File: src/include/udc_pkg.sv
// udc_pkg: shared constants and types for the usb device general core
// assumes an apb slave with 32-bit data on a 125 MHz pclk
package udc_pkg;
  // ----------------------------------------------------------------
  // register byte offsets
  // ----------------------------------------------------------------
  localparam logic [7:0] general_control_reg_off          = 8'h00;
  localparam logic [7:0] general_status_reg_off           = 8'h04;
  localparam logic [7:0] general_interrupt_reg_off        = 8'h08;
  localparam logic [7:0] device_control_reg_off           = 8'h0c;
  localparam logic [7:0] device_interrupt_reg_off         = 8'h10;
  localparam logic [7:0] device_interrupt_enable_reg_off  = 8'h14;
  localparam logic [7:0] ep_select_reg_off                = 8'h18;
  localparam logic [7:0] ep_config_reg_off                = 8'h1c;
  localparam logic [7:0] ep_int_flag_reg_off              = 8'h20;
  localparam logic [7:0] ep_int_enable_reg_off            = 8'h24;
  localparam logic [7:0] endpoint_interrupt_summary_off   = 8'h28;
  localparam logic [7:0] ep_base_reg_off                  = 8'h2c;
  localparam logic [7:0] clock_status_reg_off             = 8'h30;

  // ----------------------------------------------------------------
  // field positions
  // ----------------------------------------------------------------
  // general control
  localparam int gc_macro_enable_bit   = 7;
  localparam int gc_clock_freeze_bit   = 5;
  localparam int gc_vbus_int_en_bit    = 0;
  // general status
  localparam int gs_id_bit             = 1;
  localparam int gs_vbus_bit           = 0;
  // device control
  localparam int dc_low_speed_bit      = 2;
  localparam int dc_cpu_reset_bit      = 1;
  localparam int dc_detach_bit         = 0;
  // device interrupt flags / enables
  localparam int di_wakeup_bit         = 4;
  localparam int di_end_reset_bit      = 3;
  localparam int di_suspend_bit        = 0;
  // endpoint configuration
  localparam int ec_enable_bit         = 0;
  localparam int ec_reserve_bit        = 1;
  localparam int ec_bank_bit           = 2;
  localparam int ec_size_lsb           = 4;
  localparam int ec_cfg_ok_bit         = 8;
  // clock status (source select written, full-speed legality read)
  localparam int cs_src_external_bit   = 0;
  localparam int cs_fs_allowed_bit     = 1;

  // ----------------------------------------------------------------
  // reset values and sizes
  // ----------------------------------------------------------------
  localparam logic [7:0]  gc_reset    = 8'h20;  // freeze set, macro off
  localparam logic [7:0]  dc_reset    = 8'h01;  // detached
  localparam int          n_ep        = 7;
  localparam int          dpram_bytes = 832;
  localparam int          ep0_max     = 64;
  localparam int          ep1_max     = 256;
  localparam int          epn_max     = 64;
  localparam int          ref_khz     = 48000;
  localparam int          fs_bit_khz  = 12000;
  localparam int          ls_bit_khz  = 1500;
  localparam int          ref_tol_ppm = 2500;

  // controller states, one-hot
  typedef enum logic [2:0] {
    udc_reset_st  = 3'b001,
    udc_idle_st   = 3'b010,
    udc_active_st = 3'b100
  } udc_state_e;

  // pad-facing signals
  typedef struct packed {
    logic pad_idle;
    logic pullup_dp;
    logic pullup_dm;
  } udc_pad_s;

  // per-endpoint configuration
  typedef struct packed {
    logic       enable;
    logic       reserve;
    logic       two_banks;
    logic [2:0] size_code;  // 8 << code bytes
  } udc_ep_cfg_s;
endpackage

File: src/verilog/udc_core.sv
// udc_core: general control of a usb device controller behind apb
// assumes bus events arrive from a line monitor already in pclk domain
// except vbus and data-line levels, which are synchronised here
//
// Decided for this implementation: register access over APB and the address map.

module udc_core #(
  parameter int n_ep = udc_pkg::n_ep
) (
  // apb slave
  input  wire logic        pclk,
  input  wire logic        presetn,
  input  wire logic        psel,
  input  wire logic        penable,
  input  wire logic        pwrite,
  input  wire logic [7:0]  paddr,
  input  wire logic [31:0] pwdata,
  output logic      [31:0] prdata,
  output logic             pready,
  output logic             pslverr,
  // line monitor events, pclk domain, one-cycle pulses
  input  wire logic        bus_suspend,
  input  wire logic        bus_end_reset,
  input  wire logic [n_ep*8-1:0] ep_events,
  // asynchronous levels from pads
  input  wire logic        vbus_pin,
  input  wire logic        dline_pin,
  // pad, system and interrupt outputs
  output udc_pkg::udc_pad_s pad,
  output logic             ctrl_enabled,
  output logic             cpu_reset_req,
  output logic             cpu_wake,
  output logic             irq_general,
  output logic             irq_endpoint,
  output logic [9:0]       ep_buf_addr
);
  // ----------------------------------------------------------------
  // input synchronisers
  // ----------------------------------------------------------------
  logic [1:0] vbus_sync;
  logic [1:0] dl_sync;
  logic       vbus_q;
  logic       dl_q;
  always_ff @(posedge pclk or negedge presetn) begin
    if (!presetn) begin
      vbus_sync <= 2'h0;
      dl_sync   <= 2'h0;
      vbus_q    <= 1'b0;
      dl_q      <= 1'b0;
    end else begin
      vbus_sync <= {vbus_sync[0], vbus_pin};
      dl_sync   <= {dl_sync[0], dline_pin};
      vbus_q    <= vbus_sync[1];
      dl_q      <= dl_sync[1];
    end
  end
  logic vbus_edge;
  logic dl_edge;
  assign vbus_edge = vbus_sync[1] ^ vbus_q;
  assign dl_edge   = dl_sync[1] ^ dl_q;

  // ----------------------------------------------------------------
  // apb decode: zero wait states, unmapped reads zero with error
  // ----------------------------------------------------------------
  logic wr;
  logic rd;
  logic mapped;
  assign wr     = psel && penable && pwrite;
  assign rd     = psel && penable && !pwrite;
  assign pready = 1'b1;
  assign mapped = (paddr <= udc_pkg::clock_status_reg_off)
                  && (paddr[1:0] == 2'h0);
  assign pslverr = psel && penable && !mapped;

  // ----------------------------------------------------------------
  // register state
  // ----------------------------------------------------------------
  logic [7:0] gen_ctrl;
  logic [7:0] dev_ctrl;
  logic [7:0] dev_ien;
  logic [7:0] dev_flags;
  logic       vbus_flag;
  logic [2:0] ep_sel;
  logic       clk_src_ext;
  udc_pkg::udc_ep_cfg_s ep_cfg   [n_ep];
  logic       [n_ep-1:0] cfg_ok;
  logic       [7:0]      ep_flag [n_ep];
  logic       [7:0]      ep_ien  [n_ep];
  logic       [9:0]      ep_base [n_ep];
  udc_pkg::udc_state_e   state;

  logic macro_enable;
  logic clock_freeze;
  logic low_speed_select;
  logic detach;
  assign macro_enable     = gen_ctrl[udc_pkg::gc_macro_enable_bit];
  assign clock_freeze     = gen_ctrl[udc_pkg::gc_clock_freeze_bit];
  assign low_speed_select = dev_ctrl[udc_pkg::dc_low_speed_bit];
  assign detach           = dev_ctrl[udc_pkg::dc_detach_bit];

  // soft reset: macro off resets everything but the general regs and ep_sel
  logic soft_rst;
  logic usb_cpu_rst;
  assign soft_rst    = !macro_enable;
  assign usb_cpu_rst = bus_end_reset && dev_ctrl[udc_pkg::dc_cpu_reset_bit];

  function automatic logic hit(input logic [7:0] off);
    hit = (paddr == off);
  endfunction

  // size of a reserved endpoint in bytes, banks included
  function automatic logic [9:0] ep_bytes(input udc_pkg::udc_ep_cfg_s c);
    logic [9:0] one;
    one = 10'(10'h008 << c.size_code);
    ep_bytes = c.two_banks ? 10'(one << 1) : one;
  endfunction

  // ----------------------------------------------------------------
  // general registers: writable while frozen, only hard reset clears
  // ----------------------------------------------------------------
  logic [7:0] next_gen_ctrl;
  logic       next_vbus_flag;
  logic       next_clk_src_ext;
  always_comb begin
    next_gen_ctrl    = gen_ctrl;
    next_vbus_flag   = vbus_flag;
    next_clk_src_ext = clk_src_ext;
    if (wr && hit(udc_pkg::general_control_reg_off))
      next_gen_ctrl = pwdata[7:0] & 8'ha1;
    if (wr && hit(udc_pkg::general_interrupt_reg_off) && !pwdata[0])
      next_vbus_flag = 1'b0;
    if (wr && hit(udc_pkg::clock_status_reg_off))
      next_clk_src_ext = pwdata[udc_pkg::cs_src_external_bit];
    if (vbus_edge)
      next_vbus_flag = 1'b1;  // set beats clear, works frozen
  end
  always_ff @(posedge pclk or negedge presetn) begin
    if (!presetn) begin
      gen_ctrl    <= udc_pkg::gc_reset;
      vbus_flag   <= 1'b0;
      clk_src_ext <= 1'b0;
    end else begin
      gen_ctrl    <= next_gen_ctrl;
      vbus_flag   <= next_vbus_flag;
      clk_src_ext <= next_clk_src_ext;
    end
  end

  // ----------------------------------------------------------------
  // device control, flags and controller state
  // ----------------------------------------------------------------
  logic [7:0] next_dev_ctrl;
  logic [7:0] next_dev_ien;
  logic [7:0] next_dev_flags;
  udc_pkg::udc_state_e next_state;
  always_comb begin
    next_dev_ctrl  = dev_ctrl;
    next_dev_ien   = dev_ien;
    next_dev_flags = dev_flags;
    next_state     = state;
    if (wr && hit(udc_pkg::device_control_reg_off))
      next_dev_ctrl = pwdata[7:0] & 8'h07;
    if (wr && hit(udc_pkg::device_interrupt_enable_reg_off))
      next_dev_ien = pwdata[7:0] & 8'h19;
    if (wr && hit(udc_pkg::device_interrupt_reg_off))
      next_dev_flags = dev_flags & pwdata[7:0];  // write zero clears
    // clock-dependent events are dropped while frozen
    if (!clock_freeze && bus_suspend)
      next_dev_flags[udc_pkg::di_suspend_bit] = 1'b1;
    if (!clock_freeze && bus_end_reset)
      next_dev_flags[udc_pkg::di_end_reset_bit] = 1'b1;
    if (dl_edge)  // async wake source
      next_dev_flags[udc_pkg::di_wakeup_bit] = 1'b1;
    unique case (state)
      udc_pkg::udc_reset_st:
        if (macro_enable) next_state = udc_pkg::udc_idle_st;
      udc_pkg::udc_idle_st:
        if (dl_edge) next_state = udc_pkg::udc_active_st;
      udc_pkg::udc_active_st:
        if (bus_suspend && !clock_freeze)
          next_state = udc_pkg::udc_idle_st;
      default: next_state = udc_pkg::udc_reset_st;
    endcase
    if (soft_rst) begin  // acts like hardware reset
      next_dev_ctrl  = udc_pkg::dc_reset;
      next_dev_ien   = 8'h00;
      next_dev_flags = 8'h00;
      next_state     = udc_pkg::udc_reset_st;
    end
  end
  always_ff @(posedge pclk or negedge presetn) begin
    if (!presetn) begin
      dev_ctrl  <= udc_pkg::dc_reset;
      dev_ien   <= 8'h00;
      dev_flags <= 8'h00;
      state     <= udc_pkg::udc_reset_st;
    end else begin
      dev_ctrl  <= next_dev_ctrl;
      dev_ien   <= next_dev_ien;
      dev_flags <= next_dev_flags;
      state     <= next_state;
    end
  end

  // ----------------------------------------------------------------
  // endpoint configuration, flags and ordered allocation
  // ----------------------------------------------------------------
  udc_pkg::udc_ep_cfg_s next_ep_cfg [n_ep];
  logic [n_ep-1:0] next_cfg_ok;
  logic [7:0]      next_ep_flag [n_ep];
  logic [7:0]      next_ep_ien  [n_ep];
  logic [9:0]      next_ep_base [n_ep];
  logic            sel_wr;
  assign sel_wr = wr && hit(udc_pkg::ep_config_reg_off);
  always_comb begin
    for (int i = 0; i < n_ep; i++) begin
      next_ep_cfg[i]  = ep_cfg[i];
      next_cfg_ok[i]  = cfg_ok[i];
      next_ep_flag[i] = ep_flag[i];
      next_ep_ien[i]  = ep_ien[i];
      next_ep_base[i] = ep_base[i];
      if (ep_sel == 3'(i)) begin
        if (sel_wr) begin
          // every write loads enable, reserve, size and banks together
          next_ep_cfg[i].enable    = pwdata[udc_pkg::ec_enable_bit];
          next_ep_cfg[i].reserve   = pwdata[udc_pkg::ec_reserve_bit];
          next_ep_cfg[i].two_banks = pwdata[udc_pkg::ec_bank_bit];
          next_ep_cfg[i].size_code = pwdata[udc_pkg::ec_size_lsb +: 3];
          // accepted even on overlap; refused without reserve or above ram size.
          // sized wide so the largest code cannot wrap to zero
          next_cfg_ok[i] = pwdata[udc_pkg::ec_reserve_bit] &&
            ((12'(12'h008 << pwdata[udc_pkg::ec_size_lsb +: 3])
              << pwdata[udc_pkg::ec_bank_bit]) <=
             12'(udc_pkg::dpram_bytes));
        end
        if (wr && hit(udc_pkg::ep_int_flag_reg_off))
          next_ep_flag[i] = ep_flag[i] & pwdata[7:0];
        if (wr && hit(udc_pkg::ep_int_enable_reg_off))
          next_ep_ien[i] = pwdata[7:0];
      end
      if (!clock_freeze)
        next_ep_flag[i] = next_ep_flag[i] | ep_events[i*8 +: 8];
      // endpoint 0 sits at the bottom and never moves
      if (i == 0)
        next_ep_base[i] = 10'h000;
      // only the endpoint right above a changed one restacks; the
      // enable bit alone never moves memory, nor does a same re-reserve
      else if (ep_cfg[i-1][4:0] != next_ep_cfg[i-1][4:0])
        next_ep_base[i] = next_ep_cfg[i-1].reserve ?
          10'(next_ep_base[i-1] + ep_bytes(next_ep_cfg[i-1])) :
          next_ep_base[i-1];
      if (soft_rst || usb_cpu_rst) begin
        next_ep_cfg[i]  = '0;
        next_cfg_ok[i]  = 1'b0;
        next_ep_flag[i] = 8'h00;
        next_ep_ien[i]  = 8'h00;
        next_ep_base[i] = 10'h000;
      end
    end
  end
  // a changed endpoint moves only its upper neighbour; endpoints two
  // or more above keep their base, so overlaps are possible by design
  always_ff @(posedge pclk or negedge presetn) begin
    if (!presetn) begin
      for (int i = 0; i < n_ep; i++) begin
        ep_cfg[i]  <= '0;
        ep_flag[i] <= 8'h00;
        ep_ien[i]  <= 8'h00;
        ep_base[i] <= 10'h000;
      end
      cfg_ok <= '0;
      ep_sel <= 3'h0;
    end else begin
      for (int i = 0; i < n_ep; i++) begin
        ep_cfg[i]  <= next_ep_cfg[i];
        ep_flag[i] <= next_ep_flag[i];
        ep_ien[i]  <= next_ep_ien[i];
        ep_base[i] <= next_ep_base[i];
      end
      cfg_ok <= next_cfg_ok;
      if (wr && hit(udc_pkg::ep_select_reg_off) && int'(pwdata[2:0]) < n_ep)
        ep_sel <= pwdata[2:0];
    end
  end

  // ----------------------------------------------------------------
  // interrupts, pads and read mux
  // ----------------------------------------------------------------
  logic [n_ep-1:0] ep_summary;
  always_comb begin
    for (int i = 0; i < n_ep; i++)
      ep_summary[i] = |(ep_flag[i] & ep_ien[i]);
  end
  logic fs_allowed;
  assign fs_allowed = clk_src_ext;  // rc source: low speed only
  logic attach;
  assign attach = !detach && vbus_sync[1] && macro_enable;
  always_ff @(posedge pclk or negedge presetn) begin
    if (!presetn) begin
      irq_general   <= 1'b0;
      irq_endpoint  <= 1'b0;
      cpu_wake      <= 1'b0;
      cpu_reset_req <= 1'b0;
      ctrl_enabled  <= 1'b0;
      pad           <= '{pad_idle: 1'b1, pullup_dp: 1'b0, pullup_dm: 1'b0};
    end else begin
      // levels held while any enabled flag stays set
      irq_general  <= |(dev_flags & dev_ien) ||
                      (vbus_flag && gen_ctrl[udc_pkg::gc_vbus_int_en_bit]);
      irq_endpoint <= |ep_summary;
      cpu_wake     <= |(dev_flags & dev_ien) || |ep_summary ||
                      vbus_flag || dev_flags[udc_pkg::di_wakeup_bit];
      cpu_reset_req <= usb_cpu_rst;  // controller stays enabled
      ctrl_enabled  <= macro_enable;
      // suspend or detach idles pad; wakeup returns it
      pad.pad_idle  <= state != udc_pkg::udc_active_st || detach;
      pad.pullup_dm <= attach && low_speed_select;
      pad.pullup_dp <= attach && !low_speed_select && fs_allowed;
    end
  end
  assign ep_buf_addr = ep_base[ep_sel];

  always_comb begin
    prdata = 32'h0;
    if (rd) begin
      unique case (paddr)
        udc_pkg::general_control_reg_off:   prdata[7:0] = gen_ctrl;
        udc_pkg::general_status_reg_off:
          prdata[1:0] = {1'b1, vbus_sync[1]};
        udc_pkg::general_interrupt_reg_off: prdata[0]   = vbus_flag;
        udc_pkg::device_control_reg_off:    prdata[7:0] = dev_ctrl;
        udc_pkg::device_interrupt_reg_off:  prdata[7:0] = dev_flags;
        udc_pkg::device_interrupt_enable_reg_off: prdata[7:0] = dev_ien;
        udc_pkg::ep_select_reg_off:         prdata[2:0] = ep_sel;
        udc_pkg::ep_config_reg_off:
          prdata[8:0] = {cfg_ok[ep_sel], 1'b0, ep_cfg[ep_sel].size_code,
                         1'b0, ep_cfg[ep_sel].two_banks,
                         ep_cfg[ep_sel].reserve, ep_cfg[ep_sel].enable};
        udc_pkg::ep_int_flag_reg_off:       prdata[7:0] = ep_flag[ep_sel];
        udc_pkg::ep_int_enable_reg_off:     prdata[7:0] = ep_ien[ep_sel];
        udc_pkg::endpoint_interrupt_summary_off:
          prdata[n_ep-1:0] = ep_summary;
        udc_pkg::ep_base_reg_off:           prdata[9:0] = ep_base[ep_sel];
        udc_pkg::clock_status_reg_off:
          prdata[1:0] = {fs_allowed, clk_src_ext};
        default:                            prdata = 32'h0;
      endcase
    end
  end
endmodule // udc_core

File: config.mk
export PLATFORM = sky130hd
export DESIGN_NAME = udc_core
export DESIGN_NICKNAME = d
export VERILOG_FILES = /design/src/include/udc_pkg.sv /design/src/verilog/udc_core.sv
export SDC_FILE = /design/constraint.sdc
export NUM_CORES = 1
export LEC_CHECK = 0
export ABC_AREA = 1
export BUFFER_PORTS_ARGS = -buffer_cell sky130_fd_sc_hd__buf_2
export CAP_MARGIN = 10
export CORE_AREA = 2 2 236 145
export CTS_CLUSTER_DIAMETER = 80
export CTS_CLUSTER_SIZE = 30
export DETAILED_ROUTE_END_ITERATION = 10
export DIE_AREA = 0 0 238 147
export GPL_TIMING_DRIVEN = 0
export PLACE_DENSITY = 0.74
export SLEW_MARGIN = 20
export SYNTH_ARGS = -nofsm -noshare
export SYNTH_HDL_FRONTEND = slang
export SYNTH_SLANG_ARGS = --single-unit
export TNS_END_PERCENT = 50
File: constraint.sdc
create_clock -name pclk -period 9.5 [get_ports pclk]
set_clock_uncertainty 0.15 [all_clocks]
set_input_delay 0.475 -clock pclk [delete_from_list [all_inputs] [get_ports pclk]]
set_output_delay 0.475 -clock pclk [all_outputs]
set_load 0.01 [all_outputs]
==> flow_metrics.py <==
metrics = {
    "status": {
        "status": "finished clean",
    },
    "critical_path": {
        "start_kind": "flip-flop",
        "worstSetupPathType": "flip-flop to flip-flop",
        "crit_required_ns": 9.76,
        "cp-endpoint": "ep_base[9]",
        "slowest_stage": "nor2_1",
        "crit_top_cell": "nand2_1",
        "r2r-end": "ep_base[9]",
        "endpoint_kind": "flip-flop",
        "cp-startpoint": "dev_ctrl[1]",
        "rr_startpoint": "dev_ctrl[1]",
        "crit_fanout": 9,
        "cpPeakStageDelay_ns": 0.89,
        "r2r_slack_ns": 0.56,
        "cp_data_arrival_time_ns": 9.20,
        "r2r_cells": 45,
    },
    "timing": {
        "setup_viol": 0,
        "worstMarginPinSlew_ns": 1.11,
        "fin_crit_ns": 8.94,
        "finalSetupTns_ns": 0,
        "rsz0062_at_grt": "false",
        "max_slew_margin": 0.256,
        "setup_slack_ns": 0.557,
        "finalHoldViolCount": 0,
        "fin_crit_sh": 0.941,
        "fmax_mhz": 112,
        "whs_ns": 0.0238,
        "maxSlewViolCount": 0,
    },
    "global_route": {
        "grt_usage": 0.357,
        "antenna_found_initial": 1,
        "gr-total-overflow": 0,
        "grt_pass1_vias": 14966,
        "grt_max_degree": 99,
        "grt_first_pass_wirelength_mm": 93.1,
    },
    "cts": {
        "cts_tree": "built",
        "cts_made_buffers": 14,
        "worstSkewPairLatency_ns": 0.53,
        "h-tree-depth": 1,
        "clockBufferDepth": 3,
        "path_clk_slew_ns": 0.12,
        "cts.sinks": 260,
        "cts-root-buf": "clkbuf_16",
    },
    "logic_synthesis": {
        "synth_top_area_share": 0.411,
        "ys_warn_count": 0,
        "synth_flop_cell": "dfrtp_1",
        "synth.avg_cell_area_um2": 7.43,
        "ys_seq_area_frac": 0.418,
        "synth_edf_count": 0,
        "syn_area_mm2": 0.0156,
        "ys_seq_elements": 260,
        "netlist_instances": 2096,
        "synth_most_common_cell": "nand2_1",
        "yosysTopAreaCell": "dfrtp_1",
        "yosysUniqueCellTypes": 70,
        "async_flop_share": 1.00,
        "synth_common_cells": "nand2_1, inv_1, dfrtp_1, o21ai_0, nor2_1",
        "synthTopCellsByArea": "dfrtp_1, nand2_1, o21ai_0, inv_1, a21oi_1",
    },
    "power_and_ir_drop": {
        "power_frac_seq": 0.562,
        "clkPwrFrac": 0.373,
        "p_sw_frac": 0.265,
        "pwr-share-comb": 0.065,
        "powerDensity_mw_per_mm2": 115,
        "power.leakage_nw": 8.36,
        "switchingPower_uw": 528,
        "power.internal_mw": 1.46,
        "ir_drop_mv": 0.0958,
    },
    "die": {
        "die_w_um": 238,
        "num_rows": 52,
        "die-area_mm2": 0.0350,
        "start_util": 0.471,
        "die_h_um": 147,
        "core_area_mm2": 0.0331,
        "io_pins": 157,
    },
    "layout": {
        "synthToLayoutAreaGrowth_pct": 11.5,
        "fin_nets": 2387,
        "drive_gt1_frac": 0.107,
        "final_core_util": 0.525,
        "antenna_cells": 0,
        "fill_cells": 3280,
        "fin_cells": 2686,
    },
    "routing": {
        "vias": 16193,
        "ant_nets": 0,
        "routed_wl_mm": 62.9,
        "dr.pass1.iters": 7,
        "wire_per_inst_um": 23.4,
        "vias_per_cell": 6.03,
        "drc_errors": 0,
        "drt_iter0_drc": 2622,
    },
    "run": {
        "drv_cap": 0,
    },
    "placed_design": {
        "dp_hpwl_mm": 48.8,
        "post-place-ws_ns": 0.127,
        "gp_congestion": 1.02,
        "io_buffer_count": 108,
        "dp_cells": 2659,
    },
    "min_path": {
        "hold_class": "primary input to flip-flop",
    },
}
worst min path at each step:
stage,from,endpoint,depth (start not counted)
final,ep_events[54],ep_flag[6],3
after global routing,ep_events[38],ep_flag[22],3
after CTS,ep_events[45],ep_flag[13],3
after detailed placement,vbus_sync[0],vbus_sync[1],0
after global placement,vbus_sync[0],vbus_sync[1],0
after floorplan,presetn,cfg_ok[0],0
critical path, delay by kind of cell (launching register included):
kind,cells,cell delay (ns)
and+or+nand+nor,23,3.75
adders and majority gates,4,1.27
AOI/OAI and AO/OA,10,1.90
buffers and inverters,7,1.18
xor gates and xnor gates,1,0.16
DFF,1,0.41
final cells by class:
class	instances	area (um^2)	area share
inverters	292	1100	0.0636
plain buffers	89	438	0.0252
flip-flops and latches	260	6510	0.375
clock inverters	5	87.6	0.00504
repair buffers	115	651	0.0375
clock buffers	17	393	0.0226
well taps	432	541	0.0311
multi-input cells	1476	7640	0.440
power by group through the flow:
| stage | combinational [mW] | sequential (mW) | clock, mW |
|---|---|---|---|
| finish | 0.130 | 1.12 | 0.743 |
| global route | 0.140 | 1.12 | 0.788 |
| CTS | 0.126 | 1.12 | 0.748 |
| detailed placement | 0.125 | 1.14 | 0 |
| global placement | 0.120 | 1.14 | 0 |
| floorplan | 0.0505 | 1.14 | 0 |
registers in the layout (all words and copies together), names as in the netlist, 2 cells and up:
register,cells
vbus_sync,2
ep_ien,56
dev_flags,8
ep_base,60
cfg_ok,7
dl_sync,2
ep_sel,3
ep_cfg,42
ep_flag,56
pad,3
dev_ctrl,3
gen_ctrl,3
dev_ien,3
state,3
placed cells by master (no fill, tap or decap), types with 18 or more instances in the layout:
| cell | n |
|---|---|
| a21oi_1 | 149 |
| a221oi_1 | 23 |
| a22oi_1 | 24 |
| buf_2 | 116 |
| buf_4 | 26 |
| clkbuf_1 | 51 |
| conb_1 | 23 |
| dfrtp_1 | 256 |
| ha_1 | 30 |
| inv_1 | 272 |
| nand2_1 | 502 |
| nand3_1 | 76 |
| nand4_1 | 21 |
| nor2_1 | 149 |
| nor3_1 | 28 |
| o21ai_0 | 235 |
| o22ai_1 | 43 |
| xor2_1 | 18 |
timing repair:
action                                  4_1_cts  5_1_grt
endpoints found under the hold margin        80        0
hold buffers                                  3        0
resized for setup                             0        9
setup buffers                                 0        2
endpoints found under the setup margin        0        3
cell families after synthesis:
group,synth area share
other cells,0.000482
flops,0.418
mux,0.000723
simple gates,0.225
fa+ha+maj,0.0292
buf+inv,0.0985
compound gates,0.215
xor+xnor,0.0129
routing by layer:
metal / track usage / share of wire
met2: 0.456 / 0.37
met3: 0.151 / 0.15
met1: 0.549 / 0.45
met4: 0.0769 / 0.024
met5: 0 / 0
per-stage QoR:
stage / area (um^2) / power, mW
global placement: 16700 / 1.26
detailed placement: 16800 / 1.26
CTS: 17300 / 1.99
global route: 17400 / 2.05
finish: 17400 / 1.99
floorplan: 15700 / 1.19
No activity file was read; power rests on OpenSTA's default activity.
